===== config.mk =====
export PLATFORM = sky130hd
export DESIGN_NAME = eisa_slave
export DESIGN_NICKNAME = d
export VERILOG_FILES = /design/src/eisa_pkg.sv /design/src/eisa_in_filter.sv /design/src/eisa_slave.sv
export SDC_FILE = /design/constraint.sdc
export NUM_CORES = 1
export LEC_CHECK = 0
export ABC_AREA = 1
export BUFFER_PORTS_ARGS = -buffer_cell sky130_fd_sc_hd__buf_2
export CORE_ASPECT_RATIO = 1.4
export CORE_MARGIN = 2
export CORE_UTILIZATION = 55
export CTS_CLUSTER_SIZE = 25
export DETAILED_ROUTE_END_ITERATION = 6
export PLACE_DENSITY = 0.85
export SYNTH_ARGS = -nofsm -noshare
export SYNTH_HDL_FRONTEND = slang
export SYNTH_SLANG_ARGS = --single-unit

===== constraint.sdc =====
create_clock -name i_clk -period 3.1 [get_ports i_clk]
set_input_delay 0.775 -clock i_clk [delete_from_list [all_inputs] [get_ports i_clk]]
set_output_delay 0.775 -clock i_clk [all_outputs]
set_load 0.005 [all_outputs]

===== src/eisa_pkg.sv =====
// eisa_pkg: constants and types shared by the two-wire slave front end.
// assumes a 40 MHz core clock; the serial clock comes from the bus master.
package eisa_pkg;
   // core clock
   localparam int CLK_PERIOD_NS = 25;
   // input pulse rejection, standard and fast grades
   localparam int GLITCH_STD_NS = 100;
   localparam int GLITCH_FAST_NS = 50;
   localparam int GLITCH_STD_CYC = (GLITCH_STD_NS + CLK_PERIOD_NS - 1) / CLK_PERIOD_NS;
   localparam int GLITCH_FAST_CYC = (GLITCH_FAST_NS + CLK_PERIOD_NS - 1) / CLK_PERIOD_NS;
   localparam int FILT_W = 3;
   // internal_write_cycle_time, standard and low-voltage parts
   localparam int WR_TIME_STD_MS = 10;
   localparam int WR_TIME_LV_MS = 15;
   localparam int NS_PER_MS = 1000000;
   localparam int WR_CNT_W = 20;
   // byte framing
   localparam int BITS_PER_BYTE = 8;
   localparam logic [3:0] BIT_CNT_FULL = 4'h8;
   localparam logic [1:0] BYTE_SLAVE = 2'h0;
   localparam logic [1:0] BYTE_WORD = 2'h1;
   localparam logic [1:0] BYTE_DATA = 2'h2;
   // slave address fields
   localparam int DTYPE_MSB = 7;
   localparam int DTYPE_LSB = 4;
   localparam int BSEL_MSB = 3;
   localparam int BSEL_LSB = 1;
   localparam int RW_BIT = 0;
   localparam logic RW_READ = 1'b1;
   // bus interface states
   typedef enum logic [2:0] {
      S_IDLE,
      S_RX,
      S_ACK,
      S_TX,
      S_TXACK,
      S_IGNORE,
      S_BUSY
   } eisa_state_t;
endpackage


===== src/eisa_in_filter.sv =====
// eisa_in_filter: pin synchroniser and pulse rejection for one bus line.
// assumes the input is asynchronous to i_clk and idles high.
`timescale 1ns/10ps
module eisa_in_filter
   import eisa_pkg::*;
(
   input wire logic i_clk,
   input wire logic i_reset_n,
   input wire logic i_pin,
   input wire logic i_fast_grade,
   output logic o_level
);
   logic s1_r;
   logic s2_r;
   logic s3_r;
   logic [FILT_W-1:0] stab_r;
   logic [FILT_W-1:0] lim;

   ////////////////////////////////////////////////////////////////////////////
   // three-stage synchroniser; first stage feeds only the second
   always_ff @(posedge i_clk) begin
      if (!i_reset_n) begin
         s1_r <= 1'b1;
         s2_r <= 1'b1;
         s3_r <= 1'b1;
      end else begin
         s1_r <= i_pin;
         s2_r <= s1_r;
         s3_r <= s2_r;
      end
   end

   assign lim = i_fast_grade ? FILT_W'(GLITCH_FAST_CYC) : FILT_W'(GLITCH_STD_CYC);

   ////////////////////////////////////////////////////////////////////////////
   // a new level is taken only after it stood for the whole filter time
   always_ff @(posedge i_clk) begin
      if (!i_reset_n) begin
         stab_r <= '0;
         o_level <= 1'b1;
      end else if (s2_r != s3_r || s3_r == o_level) begin
         stab_r <= '0; // any bounce restarts the wait
      end else if (stab_r + FILT_W'(1) >= lim) begin
         stab_r <= '0;
         o_level <= s3_r;
      end else begin
         stab_r <= stab_r + FILT_W'(1);
      end
   end
endmodule


===== src/eisa_slave.sv =====
// eisa_slave: two-wire slave front end of a byte-wide non-volatile memory.
// assumes an open-drain data line with an external pull-up; the array,
// page buffer and read data path sit outside and use the strobes here.
// Summary of operation
// - after a stop that ends a write, the self-timed write finishes within 10 ms or 15 ms.
// - while the write cycle runs the device ignores its address and never acknowledges.
// - during the write cycle the data line is left released and rests high.
// - the addressed receiver acknowledges each byte; a missing one ends the transfer.
// - on writes the device receives and acknowledges, on reads the master does.
// - the master sends type, block select and direction, gets an acknowledge, then the address.
// - three strap inputs form a chip-select code that must match the bus address.
// - pulses on clock and data shorter than 100 ns (50 ns fast grade) are rejected.
// - the first byte holds a 4-bit type, a 3-bit block select and a direction bit.
// - a direction bit of one means read and zero means write.
// - the receiver pulls data low during the ninth clock and then releases it.
// - the byte after the slave address is an 8-bit location in a 256-byte block.
`timescale 1ns/10ps
module eisa_slave
   import eisa_pkg::*;
#(
   parameter logic [3:0] DEV_TYPE = 4'hC, // arbitrary value
   parameter int WR_CYC_STD = WR_TIME_STD_MS * (NS_PER_MS / CLK_PERIOD_NS),
   parameter int WR_CYC_LV = WR_TIME_LV_MS * (NS_PER_MS / CLK_PERIOD_NS)
)
(
   input wire logic i_clk,
   input wire logic i_reset_n,
   input wire logic i_scl,
   input wire logic i_sda_in,
   input wire logic i_chip_select_strap_2,
   input wire logic i_chip_select_strap_1,
   input wire logic i_chip_select_strap_0,
   input wire logic i_fast_grade,
   input wire logic i_low_voltage,
   input wire logic [7:0] i_rd_data,
   output logic o_sda_out,
   output logic o_sda_oe_n,
   output logic [7:0] o_word_addr,
   output logic o_addr_valid,
   output logic [7:0] o_wr_data,
   output logic o_wr_strobe,
   output logic o_rd_next,
   output logic o_busy
);
   logic scl_f;
   logic sda_f;
   logic scl_q;
   logic sda_q;
   logic [4:0] st1_r;
   logic [4:0] st2_r;
   logic [4:0] st3_r;
   logic [4:0] strap_r;
   eisa_state_t state_r;
   logic [3:0] bit_cnt_r;
   logic [1:0] byte_cnt_r;
   logic [7:0] sh_r;
   logic rw_r;
   logic mack_r;
   logic wr_pend_r;
   logic [WR_CNT_W-1:0] wr_cnt_r;
   logic [WR_CNT_W-1:0] wr_lim;
   logic scl_rise;
   logic scl_fall;
   logic start_c;
   logic stop_c;
   logic match;
   logic wr_done;

   ////////////////////////////////////////////////////////////////////////////
   // line filters and edge / condition detection
   eisa_in_filter u_scl_filt (
      .i_clk(i_clk),
      .i_reset_n(i_reset_n),
      .i_pin(i_scl),
      .i_fast_grade(strap_r[3]),
      .o_level(scl_f)
   );
   eisa_in_filter u_sda_filt (
      .i_clk(i_clk),
      .i_reset_n(i_reset_n),
      .i_pin(i_sda_in),
      .i_fast_grade(strap_r[3]),
      .o_level(sda_f)
   );

   always_ff @(posedge i_clk) begin
      if (!i_reset_n) begin
         scl_q <= 1'b1;
         sda_q <= 1'b1;
      end else begin
         scl_q <= scl_f;
         sda_q <= sda_f;
      end
   end

   assign scl_rise = scl_f & ~scl_q;
   assign scl_fall = ~scl_f & scl_q;
   assign start_c = scl_f & scl_q & sda_q & ~sda_f;
   assign stop_c = scl_f & scl_q & ~sda_q & sda_f;

   ////////////////////////////////////////////////////////////////////////////
   // strap pins: three flops, taken once the last two agree; straps are static
   // so a reset value of zero only lasts a few cycles after release
   always_ff @(posedge i_clk) begin
      if (!i_reset_n) begin
         st1_r <= '0;
         st2_r <= '0;
         st3_r <= '0;
         strap_r <= '0;
      end else begin
         st1_r <= {i_low_voltage, i_fast_grade, i_chip_select_strap_2,
                   i_chip_select_strap_1, i_chip_select_strap_0};
         st2_r <= st1_r;
         st3_r <= st2_r;
         if (st2_r == st3_r) begin
            strap_r <= st3_r;
         end
      end
   end

   // type and chip select compare against the received first byte
   assign match = (sh_r[DTYPE_MSB:DTYPE_LSB] == DEV_TYPE) &&
                  (sh_r[BSEL_MSB:BSEL_LSB] == strap_r[2:0]);

   ////////////////////////////////////////////////////////////////////////////
   // self-timed write counter; limit picked by the low-voltage strap
   assign wr_lim = strap_r[4] ? WR_CNT_W'(WR_CYC_LV) : WR_CNT_W'(WR_CYC_STD);
   assign wr_done = (wr_cnt_r + WR_CNT_W'(1) >= wr_lim);

   always_ff @(posedge i_clk) begin
      if (!i_reset_n || state_r != S_BUSY) begin
         wr_cnt_r <= '0;
      end else if (!wr_done) begin
         wr_cnt_r <= wr_cnt_r + WR_CNT_W'(1);
      end
   end

   ////////////////////////////////////////////////////////////////////////////
   // bus state machine; start and stop override any byte in flight
   always_ff @(posedge i_clk) begin
      if (!i_reset_n) begin
         state_r <= S_IDLE;
         bit_cnt_r <= '0;
         byte_cnt_r <= BYTE_SLAVE;
         sh_r <= '0;
         rw_r <= 1'b0;
         mack_r <= 1'b0;
         wr_pend_r <= 1'b0;
      end else if (state_r == S_BUSY) begin
         if (wr_done) begin
            state_r <= S_IDLE; // bus ignored until here
         end
      end else if (stop_c) begin
         state_r <= wr_pend_r ? S_BUSY : S_IDLE;
         wr_pend_r <= 1'b0;
      end else if (start_c) begin
         state_r <= S_RX;
         bit_cnt_r <= '0;
         byte_cnt_r <= BYTE_SLAVE;
         wr_pend_r <= 1'b0;
      end else begin
         unique case (state_r)
            S_IDLE, S_IGNORE: begin
               bit_cnt_r <= '0; // wait for a start
            end
            S_RX: begin
               if (scl_rise) begin
                  sh_r <= {sh_r[6:0], sda_f};
                  bit_cnt_r <= bit_cnt_r + 4'h1;
               end else if (scl_fall && bit_cnt_r == BIT_CNT_FULL) begin
                  if (byte_cnt_r != BYTE_SLAVE) begin
                     state_r <= S_ACK; // device is receiver on writes
                  end else if (match) begin
                     state_r <= S_ACK;
                     rw_r <= (sh_r[RW_BIT] == RW_READ);
                  end else begin
                     state_r <= S_IGNORE;
                  end
               end
            end
            S_ACK: begin
               if (scl_fall) begin
                  bit_cnt_r <= '0;
                  if (byte_cnt_r == BYTE_SLAVE && rw_r) begin
                     state_r <= S_TX;
                     sh_r <= i_rd_data;
                  end else begin
                     state_r <= S_RX; // line released after ninth clock
                     if (byte_cnt_r != BYTE_DATA) begin
                        byte_cnt_r <= byte_cnt_r + 2'h1;
                     end
                     if (byte_cnt_r != BYTE_SLAVE) begin
                        wr_pend_r <= (byte_cnt_r == BYTE_DATA) | wr_pend_r;
                     end
                  end
               end
            end
            S_TX: begin
               if (scl_rise) begin
                  bit_cnt_r <= bit_cnt_r + 4'h1;
               end else if (scl_fall) begin
                  if (bit_cnt_r == BIT_CNT_FULL) begin
                     state_r <= S_TXACK;
                  end else begin
                     sh_r <= {sh_r[6:0], 1'b1};
                  end
               end
            end
            S_TXACK: begin
               if (scl_rise) begin
                  mack_r <= ~sda_f;
               end else if (scl_fall) begin
                  bit_cnt_r <= '0;
                  if (mack_r) begin
                     state_r <= S_TX; // master acked, next byte
                     sh_r <= i_rd_data;
                  end else begin
                     state_r <= S_IGNORE; // no ack ends the read
                  end
               end
            end
            S_BUSY: begin
               state_r <= S_BUSY;
            end
         endcase
      end
   end

   ////////////////////////////////////////////////////////////////////////////
   // open-drain data pin; output value is held low, only the enable moves
   always_ff @(posedge i_clk) begin
      if (!i_reset_n) begin
         o_sda_out <= 1'b0;
         o_sda_oe_n <= 1'b1;
      end else begin
         o_sda_out <= 1'b0;
         o_sda_oe_n <= !((state_r == S_ACK) ||
                         (state_r == S_TX && !sh_r[7])); // busy releases
      end
   end

   ////////////////////////////////////////////////////////////////////////////
   // user-side strobes toward the array and read path
   always_ff @(posedge i_clk) begin
      if (!i_reset_n) begin
         o_word_addr <= '0;
         o_addr_valid <= 1'b0;
         o_wr_data <= '0;
         o_wr_strobe <= 1'b0;
         o_rd_next <= 1'b0;
         o_busy <= 1'b0;
      end else begin
         o_addr_valid <= 1'b0;
         o_wr_strobe <= 1'b0;
         o_rd_next <= 1'b0;
         o_busy <= (state_r == S_BUSY);
         if (state_r == S_ACK && scl_fall && !stop_c && !start_c) begin
            if (byte_cnt_r == BYTE_WORD) begin
               o_word_addr <= sh_r; // location in the selected block
               o_addr_valid <= 1'b1;
            end else if (byte_cnt_r == BYTE_DATA) begin
               o_wr_data <= sh_r;
               o_wr_strobe <= 1'b1;
            end
         end
         o_rd_next <= (state_r == S_TX) && scl_fall && (bit_cnt_r == BIT_CNT_FULL);
      end
   end
endmodule


### After elaboration in Yosys (flattened, before gate mapping)

Index checks and enable logic that the tools add are counted.

* register bits: 97
* latch bits: 0
* bits in writable memories: 0
* bits in read-only memories: 0
* input bits: 17
* memories kept: 0

* add/sub/neg operators: 5
* $mul: 0
* div/mod/pow operators: 0
* $lt $le $gt $ge: 3
* equal/unequal tests: 40
* shift-type cells: 0
* multiplexer cells: 48
* bitwise operators: 22
* reductions and logical operators: 47

Operator list (number)
* 8-bit 2-to-1 mux: 9
* 3-bit 2-to-1 mux: 17
* 8-bit one-hot mux with 4 select lines: 1
* 2-bit != test (second input constant): 12
* 20-bit by 1-bit adder with 20-bit output (second input constant): 1
* 20-bit greater-or-equal comparator: 1
* 20-bit 2-to-1 mux: 1
* 5-bit != test (second input constant): 4
* 4-bit 2-to-1 mux: 4
* 4-bit one-hot mux with 4 select lines: 1
* 5-bit by 4-bit != test with 1-bit output (second input constant): 3
* 5-bit AND reduction: 3
* 1-bit NOT: 14
* 13-bit AND reduction: 1
* 2-bit 2-to-1 mux: 6
* 3-bit one-hot mux with 4 select lines: 1
* 10-bit AND reduction: 1
* 3-bit equality test (second input constant): 3
* 1-bit logical AND: 9
* 3-bit != test (second input constant): 3
* 3-bit nonzero test: 3
* 3-bit OR reduction: 3
* 4-bit equality test (second input constant): 2
* 1-bit 2-to-1 mux: 8
* 29 further kinds: 54

### Depth between registers and ports, before layout

* depth after elaboration: 10
* mapped depth: 20
* depth with buffers taken out: 19

### Hierarchy

From an unflattened synthesis, not the netlist that was laid out.

* cells, all modules: 653
* area total of the unflattened synthesis: 4750.8 µm²

By module, submodules not included
* eisa_slave: instances 1, cells each 567, area each 4110.2 µm²
* eisa_in_filter: instances 2, cells each 43, area each 320.3 µm²

### Worst setup path before layout

Ideal clock, no wire load.

* kind: flip-flop to flip-flop
* from: reg wr_cnt_r[0]
* to: reg wr_cnt_r[9]
* data arrival time: 2.709 ns
* data required time: 2.985 ns
* path slack: 0.276 ns
* stages on the path, launching flop included: 19
* path buffers: 1
* path through: dfxtp_1 -> ha_1 -> nand3_1 -> nor2_4 -> nand2_1 -> nor4_1 -> nand2_1 -> xnor2_1 -> ha_1 -> nand2_1 -> nor2_1 -> nand3_1 -> nor3_2 -> nand2_1 -> nand2_2 -> inv_2 -> buf_6 -> o21ai_1 -> nor2_1

* longest elaborated chain between the ends: 2

Ends and longest elaborated chain
* start: declaration: RTL line eisa_slave.sv:60 `logic [WR_CNT_W-1:0] wr_cnt_r;`
* start signal: assignment: RTL line eisa_slave.sv:134 `wr_cnt_r <= wr_cnt_r + WR_CNT_W'(1);`
* 20-bit by 1-bit adder with 20-bit output (*): RTL line eisa_slave.sv:128, eisa_slave.sv:134
* 20-bit greater-or-equal comparator: RTL line eisa_slave.sv:128 `assign wr_done = (wr_cnt_r + WR_CNT_W'(1) >= wr_lim);`

Every way passes the cells marked *; elsewhere a longest branch is shown, timed or not.
A chain may end at the register's enable or synchronous reset.

### Final worst setup path

* from: reg wr_cnt_r[1]
* to: reg wr_cnt_r[5]

The elaborated chain is that of the path after synthesis.

==> impl_metrics.csv <==
group,metric,value,unit
floorplanning,dieArea,9370,µm²
global_routing,grt_pass1_vias,4102,
pwr,p_total,3.15,mW
sta,fin_crit_sh,93.4,%
global_routing,grt.overflow.total,0,
floorplanning,die_height,114,µm
sta,fmax,345,MHz
detailed_routing,wl_met2,5640,µm
layout,fin_cells,808,
yosys,ys_top_cells_by_count,"nand2_1, dfxtp_1, inv_1",
critical_path,worst-setup-path-type,"register to register",
sta,setup_viol,0,
detailed_routing,first_pass_iters,4,
sta,hold_viol,0,
layout,stdcell_area,5430,µm²
detailed_routing,m1WireLength,4330,µm
cts,cts_buffer_depth,2,
critical_path,endpoint_kind,"register",
layout,antenna_cells,0,
layout,drive_above_1_share,14.8,%
cts,cts_root_buf,"clkbuf_16",
global_routing,grt_first_pass_wirelength,17400,µm
yosys,synth_ff_type,"dfxtp_1",
yosys,syn_inst,657,
placed_design,placed_area,5010,µm²
yosys,synth_cell_types,42,
global_routing,grtUsageTotal,23.6,%
job,drv_cap,0,
sta,worst_pin_slew,0.799,ns
hold_path,hold_path_depth,1,
outcome,outcome,"finished clean",
cts,numCtsBuffers,9,
yosys,yosysMostFrequentCell,"nand2_1",
detailed_routing,vias,4336,
floorplanning,die_x,82.4,µm
critical_path,worstPathArrival,3.15,ns
sta,skew,0.00787,ns
cts,clk_pin_slew,0.07,ns
sta,hold_ws,0.412,ns
yosys,syn_area,4730,µm²
detailed_routing,antenna_left,0,
layout,nets,738,
yosys,synth_fp_nets,697,
floorplanning,rows,40,
layout,area_growth,14.7,%
sta,tns,0,ns
floorplanning,io-pin-count,39,
yosys,ys_top_cells_by_area,"dfxtp_1, nand2_1, a21oi_1",
sta,setup_slack,0.205,ns
cts,cts_hold_buffers,0,
sta,relSlewSlack,46.7,%
pwr,ir_drop,0.420,mV
yosys,ys_ff_latch,97,
floorplanning,start_util,56.0,%
sta,slew_viol_final,0,
placed_design,port_buffers,37,
global_routing,grt_max_degree,40,
pwr,p_per_area,580,nW/µm²
pwr,leakage,2.48,nW
placed_design,dp_cells,789,
critical_path,required,3.36,ns
yosys,yosysWarningCount,0,
detailed_routing,dr_wl_met3,369,µm
yosys,async_reset_ff_share,0,%
detailed_routing,drt-total-wl,10700,µm
cts,cts_sinks,97,
cts,cts_max_level,3,
yosys,synth-edff-count,0,
critical_path,rr_worst_depth,17,
cts,clkLatencyLatePin,0.34,ns
layout,utilization,64.2,%
detailed_routing,post_drt_wl_per_cell,13.3,µm
detailed_routing,top_layer_used,"met4",
detailed_routing,drc,0,
placed_design,dpl.hpwl,7730,µm
critical_path,cp_max_fo,6,
yosys,postSynthAreaPerCell,7.20,µm²
yosys,synth_top_area_share,41.0,%
placed_design,place_congestion,0.999,
yosys,seq_area_frac_synth,41.0,%
sta,fin_crit,2.90,ns
global_routing,antenna_found_initial,0,
hold_path,hp-class,"register to register",
detailed_routing,drtIter0Drc,215,
detailed_routing,vias_per_cell,5.37,
placed_design,place_ws,0.0533,ns
critical_path,start_kind,"register",
cts,tritoncts,"built",
floorplanning,coreArea,8460,µm²
yosys,synth.largest_area_cell,"dfxtp_1",
-- registers in the layout, summed over array words and instances (netlist names), 2 cells and up --
| signal | cells |
|---|---|
| o_word_addr | 8 |
| o_wr_data | 8 |
| u_scl_filt.stab_r | 3 |
| state_r | 3 |
| byte_cnt_r | 2 |
| st3_r | 5 |
| st1_r | 5 |
| sh_r | 8 |
| strap_r | 5 |
| st2_r | 5 |
| bit_cnt_r | 4 |
| u_sda_filt.stab_r | 3 |
| wr_cnt_r | 20 |
-- critical path, cell delays in order, from the launching register on --
cell and delay (ns):
dfxtp_4 0.38, ha_4 0.15, nand3_1 0.12, nor2_4 0.18, nand2_2 0.11, nor4_4 0.29, nand2_1 0.10, xnor2_1 0.16
ha_1 0.28, nand2_1 0.07, nor2_2 0.14, nand3_1 0.09, nor3_2 0.15, nand2_2 0.10, nand2_4 0.12, buf_4 0.15
nand2_1 0.06, a21oi_1 0.15
-- path summary, 6_finish.rpt --
path / from / endpoint / slack, ns
worst max-delay path: wr_cnt_r[1] / wr_cnt_r[5] / 0.20
worst min-delay path: u_scl_filt.s1_r / u_scl_filt.s2_r / 0.41
worst max register to register: wr_cnt_r[1] / wr_cnt_r[5] / 0.20
worst min register to register: u_scl_filt.s1_r / u_scl_filt.s2_r / 0.41
-- routing by layer --
layer	up-vias	global-route usage, %
li1	2201	-
met5	-	0
met4	0	12.7
met1	1993	25.5
met3	36	4.43
met2	106	42.2
-- kinds of logic after synthesis --
family                     count (synthesis)  share of synthesized area, %
buffers and inverters                    108                          9.33
other                                      1                        0.0792
AOI/OAI and AO/OA                        110                          12.5
DFF                                       97                          41.0
and+or+nand+nor                          303                          28.2
xor gates and xnor gates                  15                          2.78
adders and majority gates                 23                          6.08
-- repair_timing --
action	4_1_cts	5_1_grt
endpoints found under the setup margin	0	23
buffers inserted	0	2
gates resized for setup	0	20
-- final cells by class --
class / count / area, µm²
multi-input combinational: 452 / 2390
clock inverter: 6 / 95.1
clock buffer: 10 / 239
sequential: 97 / 1950
fill: 728 / 3030
tap: 105 / 131
inverter: 89 / 337
timing repair buffer: 49 / 283
-- power breakdown --
part / internal (mW) / total, mW / switching [mW]
combinational: 0.180 / 0.533 / 0.353
clock: 0.739 / 1.22 / 0.479
sequential: 1.32 / 1.40 / 0.0853
total: 2.23 / 3.15 / 0.917
-- cells in the final DEF, fill, tap and decap left out, types with 8 or more instances in the layout --
master and instances:
a21oi_1 63, buf_2 37, buf_4 10, clkbuf_16 9, dfxtp_1 93, ha_1 22
inv_1 83, nand2_1 162, nand3_1 45, nor2_1 49, o21ai_0 27, xor2_1 8
Power figures use the tool's default switching activity.
